<file path="src/rtl/wdr_pkg.sv">
// constants and carrier types of the watchdog with reset-cause flags
package wdr_pkg;

  // register byte offsets on the avalon slave
  localparam logic [2:0] WDR_CTRL_OFS = 3'h0;
  localparam logic [2:0] WDR_FLAG_OFS = 3'h4;

  // watchdog_control field positions
  localparam int         WDR_PS_LSB = 0;
  localparam int         WDR_EN_BIT = 3;
  localparam int         WDR_CE_BIT = 4;

  // reset_cause_flags field positions
  localparam int         WDR_POR_BIT  = 0;
  localparam int         WDR_PIN_BIT  = 1;
  localparam int         WDR_BO_BIT   = 2;
  localparam int         WDR_TO_BIT   = 3;
  localparam int         WDR_SCAN_BIT = 4;

  // values after reset
  localparam logic [2:0] WDR_PS_RST   = 3'h0;
  localparam logic [4:0] WDR_FLAG_RST = 5'h01;

  // change window length in system clock cycles
  localparam logic [2:0] WDR_CE_CYCLES = 3'h4;

  // timeout counter: 16K oscillator cycles at code zero, doubling per code
  localparam int         WDR_CNT_W      = 21;
  localparam int         WDR_BASE_SHIFT = 14;

  // nominal rates, for reference of the timeout figures
  localparam int         WDR_OSC_HZ = 1000000;
  localparam int         WDR_SYS_HZ = 20000000;

  typedef struct packed {
    logic        read;
    logic        write;
    logic [2:0]  address;
    logic [31:0] writedata;
    logic [3:0]  byteenable;
  } wdr_avreq_t;

endpackage

</file>
<file path="src/rtl/wdr_watchdog.sv">
// watchdog timer with timed change sequence and reset-cause flags
`timescale 1ns/10ps
module wdr_watchdog
  import wdr_pkg::*;
(
  // clock and power-on reset
  input  wire logic        clk,
  input  wire logic        rst,
  // watchdog oscillator, fuse and external reset causes
  input  wire logic        wdtOsc,
  input  wire logic        alwaysOnFuse,
  input  wire logic        pinResetReq,
  input  wire logic        brownoutResetReq,
  input  wire logic        scanResetReq,
  // restart instruction strobe from the core
  input  wire logic        wdtRestart,
  // avalon-mm slave
  input  wire wdr_avreq_t  avReq,
  output logic [31:0]      readdata,
  output logic             waitrequest,
  // internal reset pulse on timeout
  output logic             wdtResetPulse
);

  logic                 oscMeta_r;
  logic                 oscSync_r;
  logic                 oscPrev_r;
  logic                 fuseMeta_r;
  logic                 fuseLvl2_r;
  logic [2:0]           rstMeta_r;
  logic [2:0]           rstSync_r;
  logic                 waitreq_r;
  logic [31:0]          readdata_r;
  logic [2:0]           winCnt_r;
  logic                 enable_r;
  logic [2:0]           prescale_r;
  logic [WDR_CNT_W-1:0] wdtCnt_r;
  logic                 wdtPulse_r;
  logic [4:0]           flags_r;

  logic                 tick;
  logic                 chipRst;
  logic                 running;
  logic                 ceActive;
  logic                 wrDone;
  logic                 wrCtrl;
  logic                 wrFlag;
  logic                 openWr;
  logic                 accept;
  logic [7:0]           wd;
  logic [7:0]           ctrlView;
  logic [WDR_CNT_W-1:0] lastCnt;
  logic [4:0]           flagClr;
  logic [4:0]           flagSet;

  assign readdata      = readdata_r;
  assign waitrequest   = waitreq_r;
  assign wdtResetPulse = wdtPulse_r;

  // pins pass two flops; the oscillator needs a third for its edge
  always_ff @(posedge clk or posedge rst)
  begin
    if (rst)
    begin
      oscMeta_r <= 1'b0;
      oscSync_r <= 1'b0;
      oscPrev_r <= 1'b0;
    end
    else
    begin
      oscMeta_r <= wdtOsc;
      oscSync_r <= oscMeta_r;
      oscPrev_r <= oscSync_r;
    end
  end

  // oscillator must stay well below half of clk for edges to be seen
  assign tick = oscSync_r & ~oscPrev_r;

  // fuse is caught after release; level 1 is assumed until it settles
  always_ff @(posedge clk or posedge rst)
  begin
    if (rst)
    begin
      fuseMeta_r <= 1'b0;
      fuseLvl2_r <= 1'b0;
    end
    else
    begin
      fuseMeta_r <= alwaysOnFuse;
      fuseLvl2_r <= fuseMeta_r;
    end
  end

  always_ff @(posedge clk or posedge rst)
  begin
    if (rst)
    begin
      rstMeta_r <= 3'h0;
      rstSync_r <= 3'h0;
    end
    else
    begin
      rstMeta_r <= {scanResetReq, brownoutResetReq, pinResetReq};
      rstSync_r <= rstMeta_r;
    end
  end

  assign chipRst = (|rstSync_r) | wdtPulse_r;
  assign running = enable_r | fuseLvl2_r;
  assign ceActive = (winCnt_r != 3'h0);

  // bus decode: a write lands on the edge that sees waitrequest low
  assign wd     = avReq.writedata[7:0];
  assign wrDone = avReq.write & ~waitreq_r & avReq.byteenable[0];
  assign wrCtrl = wrDone & (avReq.address == WDR_CTRL_OFS);
  assign wrFlag = wrDone & (avReq.address == WDR_FLAG_OFS);
  assign openWr = wrCtrl & wd[WDR_CE_BIT] & wd[WDR_EN_BIT];
  assign accept = wrCtrl & ceActive & ~wd[WDR_CE_BIT];

  assign ctrlView = {3'h0, ceActive, running, prescale_r};

  // one wait cycle on every access, then one cycle of completion
  always_ff @(posedge clk or posedge rst)
  begin
    if (rst)
      waitreq_r <= 1'b1;
    else if ((avReq.read | avReq.write) & waitreq_r)
      waitreq_r <= 1'b0;
    else
      waitreq_r <= 1'b1;
  end

  always_ff @(posedge clk or posedge rst)
  begin
    if (rst)
      readdata_r <= 32'h0;
    else if (avReq.read & waitreq_r)
    begin
      if (avReq.address == WDR_CTRL_OFS)
        readdata_r <= {24'h0, ctrlView};
      else if (avReq.address == WDR_FLAG_OFS)
        readdata_r <= {27'h0, flags_r};
      else
        readdata_r <= 32'h0;
    end
  end

  // change window; closed by the accepted write so one open, one change
  always_ff @(posedge clk or posedge rst)
  begin
    if (rst)
      winCnt_r <= 3'h0;
    else if (chipRst)
      winCnt_r <= 3'h0;
    else if (openWr)
      winCnt_r <= WDR_CE_CYCLES;
    else if (accept)
      winCnt_r <= 3'h0;
    else if (ceActive)
      winCnt_r <= winCnt_r - 3'h1;
  end

  always_ff @(posedge clk or posedge rst)
  begin
    if (rst)
      enable_r <= 1'b0;
    else if (chipRst)
      enable_r <= 1'b0;
    else if (wrCtrl & wd[WDR_EN_BIT])
      enable_r <= 1'b1;
    else if (accept)
      enable_r <= 1'b0;
  end

  always_ff @(posedge clk or posedge rst)
  begin
    if (rst)
      prescale_r <= WDR_PS_RST;
    else if (chipRst)
      prescale_r <= WDR_PS_RST;
    else if (accept)
      prescale_r <= wd[WDR_PS_LSB +: 3];
  end

  // last count before timeout: 2^(14+code) - 1
  assign lastCnt = WDR_CNT_W'((32'h1 << (WDR_BASE_SHIFT + 32'(prescale_r)))
                   - 32'h1);

  always_ff @(posedge clk or posedge rst)
  begin
    if (rst)
      wdtCnt_r <= '0;
    else if (chipRst | wdtRestart | ~running)
      wdtCnt_r <= '0;
    else if (tick)
    begin
      if (wdtCnt_r >= lastCnt)
        wdtCnt_r <= '0;
      else
        wdtCnt_r <= wdtCnt_r + WDR_CNT_W'(1);
    end
  end

  // a shortened timeout leaves the counter past the new limit: fire then
  always_ff @(posedge clk or posedge rst)
  begin
    if (rst)
      wdtPulse_r <= 1'b0;
    else
      wdtPulse_r <= running & tick & (wdtCnt_r >= lastCnt) & ~chipRst
                    & ~wdtRestart;
  end

  // set beats a clear written in the same cycle
  assign flagClr = wrFlag ? ~wd[4:0] : 5'h0;
  assign flagSet = {rstSync_r[2], wdtPulse_r, rstSync_r[1], rstSync_r[0],
                    1'b0};

  always_ff @(posedge clk or posedge rst)
  begin
    if (rst)
      flags_r <= WDR_FLAG_RST;
    else
      flags_r <= (flags_r & ~flagClr) | flagSet;
  end
endmodule

</file>
<file path="config.mk">
export PLATFORM = sky130hd
export DESIGN_NAME = wdr_watchdog
export DESIGN_NICKNAME = d
export VERILOG_FILES = /design/src/rtl/wdr_pkg.sv /design/src/rtl/wdr_watchdog.sv
export SDC_FILE = /design/constraint.sdc
export NUM_CORES = 1
export LEC_CHECK = 0
export BUFFER_PORTS_ARGS = -buffer_cell sky130_fd_sc_hd__buf_2
export CAP_MARGIN = 40
export CORE_MARGIN = 10
export CORE_UTILIZATION = 41
export CTS_BUF_LIST = sky130_fd_sc_hd__clkbuf_16
export DETAILED_ROUTE_END_ITERATION = 8
export PLACE_DENSITY = 0.73
export RECOVER_POWER = 100
export SLEW_MARGIN = 20
export SYNTH_ARGS = -nofsm -noshare
export SYNTH_HDL_FRONTEND = slang
export SYNTH_SLANG_ARGS = --single-unit
</file>
<file path="constraint.sdc">
create_clock -name clk -period 3.4 [get_ports clk]
set_input_delay 0.17 -clock clk [delete_from_list [all_inputs] [get_ports clk]]
set_output_delay 0.17 -clock clk [all_outputs]
set_load 0.05 [all_outputs]
</file>
==> results by group <==
Routing
  • DR iter-0 viols: 99
  • WL per Instance: roughly 14 microns
  • DRC: 0
  • Post-DR vias/cell: 5.07
  • Total Wirelength: ~6.8 mm
  • Pre-Repair DR Iteration Count: 4
  • Vias post-DR: 2393
  • DRT antenna net count: 0

Yosys
  • Predominant post-synthesis flop cell: dfrtp_1
  • Yosys top cell area share: 39.0%
  • Area contributors post-synth: dfrtp_1 (39%), ha_1 (11%), buf_4 (6.5%), nor2_1 (3.2%), nand2_1 (3.1%)
  • Netlist cell types: 58
  • Number of synthesized flops with an enable pin: 0
  • FFs w/ async S/R, synth: 100%
  • Syn Inst Count: between 300 and 400
  • Mapped Area: roughly 3100 sq um
  • Most frequent cells after synthesis: dfrtp_1 (49), buf_4 (27), ha_1 (27), nor2_1 (27), nand2_1 (26)
  • Largest area contributor in the netlist: dfrtp_1
  • Seq cells post-synth: 51
  • Sequential area share after synthesis: 40.7%
  • Most common cell in the netlist: dfrtp_1
  • YS warnings: 0
  • Mean Syn Cell Area: 9.63 sq um

Global routing
  • Gr usage total: a little under an eighth
  • First-pass GRT wire length: 11.1 mm
  • Antenna violations before repair: 0
  • Largest net degree at the start of global routing: 31
  • Number of global-route vias before repair: ~2.4k
  • Total grt overflow: 0

Placed design
  • Placed cell areas: 3340 sq um
  • PortBufs: 25
  • GP Congestion: approximately 0.85
  • Post-DP HPWL: 5.13 mm

Worst setup path
  • Critical path peak fanout: 8
  • Critical path required time: 3.58 ns
  • Worst EP arrival: between 3 and 4 ns
  • Crit Path Class: reg -> reg
  • CP startpoint kind: flop
  • Critical path capture point type: flop

Clock network
  • CTS buffer count: 5
  • Clock latency on the worst-skew pair: 0.29 ns
  • CTS root buffer: clkbuf_16
  • H-tree levels: 2
  • Clock sinks: between 50 and 60
  • CTS tree: yes
  • Max Root-Sink Buffers: 2
  • CTS clock-pin slew for the worst setup and hold paths: 0.07 ns

Floorplan
  • Starting density of the core: a little over two fifths
  • # rows: 31
  • Die W: 108 microns
  • Die ar.: about 12000 sq um
  • Boundary pin count: 83
  • Die H: 108 microns
  • Core Box Area: 7370 sq um

Power and ir drop
  • Static Leak: 0.00159 uW
  • Worst-case vdd ir drop: 0.234 mV
  • Final Power: around 1400 uW
  • Pwr Density: 390 nW/um^2

STA
  • Worst-margin pin slew: 1.57 ns
  • Fin Hold WS: 0.0385 ns
  • Setup Viol. Count Final: 0
  • Slew Viols, Final: 31
  • Final worst-path cycle share: between 90% and 100%
  • Clock skew: 0.00362 ns
  • Rel. slew slack: -4.43%
  • Final hold vios: 0
  • RSZ-0062 raised after global routing: false
  • Fin crit period: about 3.1 ns
  • Fmax: between 300 and 400 MHz
  • Fin Setup TNS: 0 ns

Layout
  • Area grow syn2layout: 14.0%
  • Diodes inserted: 0
  • Final #Nets: 448
  • Layout cell share with drive strength beyond 1: 13.9%
  • Post-layout util: between 40% and 50%
  • Design area: 3580 sq um
  • Fill cell count: 699

Run status
  • Violated checks: capacitance limit, slew limit
  • Status: complete, but fails checks

Min path
  • Worst Hold Class: in -> reg

Job
  • Max-cap viol count: 1
==> per-stage QoR <==
step                cells  worst slack (ns)
finish                472             0.283
global route          472           0.00676
CTS                   471             0.125
detailed placement    457             0.170
global placement      456             0.215
floorplan             358             0.266
==> placed cells by master (no fill, tap or decap), types with 9 or more instances in the layout <==
cell type | netlist | routed
dfrtp_1 | 49 | 48
conb_1 | 1 | 33
nor2_1 | 27 | 27
nand2_1 | 26 | 26
ha_1 | 27 | 26
a21oi_1 | 19 | 19
o21ai_0 | 19 | 18
buf_2 | 2 | 17
inv_1 | 15 | 14
nor3_1 | 13 | 12
nand4_1 | 12 | 12
clkbuf_1 | 2 | 9
==> final timing paths <==
check	end	slack (ns)	startpoint	cells past startpoint
worst max-delay path	wdtCnt_r[7]	0.28	prescale_r[2]	13
min in group asynchronous	rstSync_r[1]	0.57	rst	3
worst min register to register	oscSync_r	0.35	oscMeta_r	0
worst min-delay path	waitrequest	0.04	avReq[40]	2
worst max register to register	wdtCnt_r[7]	0.28	prescale_r[2]	13
max in group asynchronous	prescale_r[2]	0.80	rst	4
==> cell families after synthesis <==
family	count (synthesis)	synth area share, %
xor gates and xnor gates	8	2.47
AOI/OAI and AO/OA	69	13.9
other	1	0.119
adders and majority gates	27	10.8
buffers and inverters	47	9.16
muxes	4	1.31
and+or+nand+nor	119	21.6
DFF	51	40.7
==> area by class of cell <==
type                       instances  area, sq um  area share (%)
clock inverter                     3         47.5            1.33
timing repair buffer              38          219            6.11
clock buffer                       5          125            3.49
sequential                        51         1280            35.7
tap                               99          124            3.46
inverter                          15         56.3            1.57
multi-input combinational        261         1730            48.3
==> worst max-delay path: stages, from the launching register on <==
cell and delay (ns):
dfrtp_2 0.42, inv_2 0.08, ha_4 0.29, inv_1 0.06, or3_1 0.38, xnor2_1 0.14
ha_1 0.31, nand4_1 0.20, nor4_1 0.28, o21bai_1 0.12, clkbuf_2 0.18, nand4b_2 0.21
nor2_1 0.08, a211o_1 0.26
==> routing by layer <==
layer	global-route usage, %	vias to the layer above	share of wire, %
met5	0	-	0
met1	14.6	1128	47
met3	2.46	9	4.5
met2	18.8	45	48
li1	-	1211	-
met4	3.15	0	1.3
==> state kept, by name, summed over array words and instances, names as in the netlist, 3 cells and up <==
signal / flops
flags_r: 5
prescale_r: 3
readdata: 5
rstMeta_r: 3
rstSync_r: 3
wdtCnt_r: 21
winCnt_r: 3
==> repair_timing <==
action,4_1_cts,5_1_grt
setup buffers,0,0
hold buffers,6,0
endpoints found under the hold margin,26,0
setup endpoints to repair,0,20
resized for setup,0,9
==> where the power goes <==
group	internal, uW	switching, uW	total [uW]
clock network	351	224	575
registers	627	10.0	637
logic	30.1	156	186
total	1010	390	1400
No activity file was read; power rests on OpenSTA's default activity.
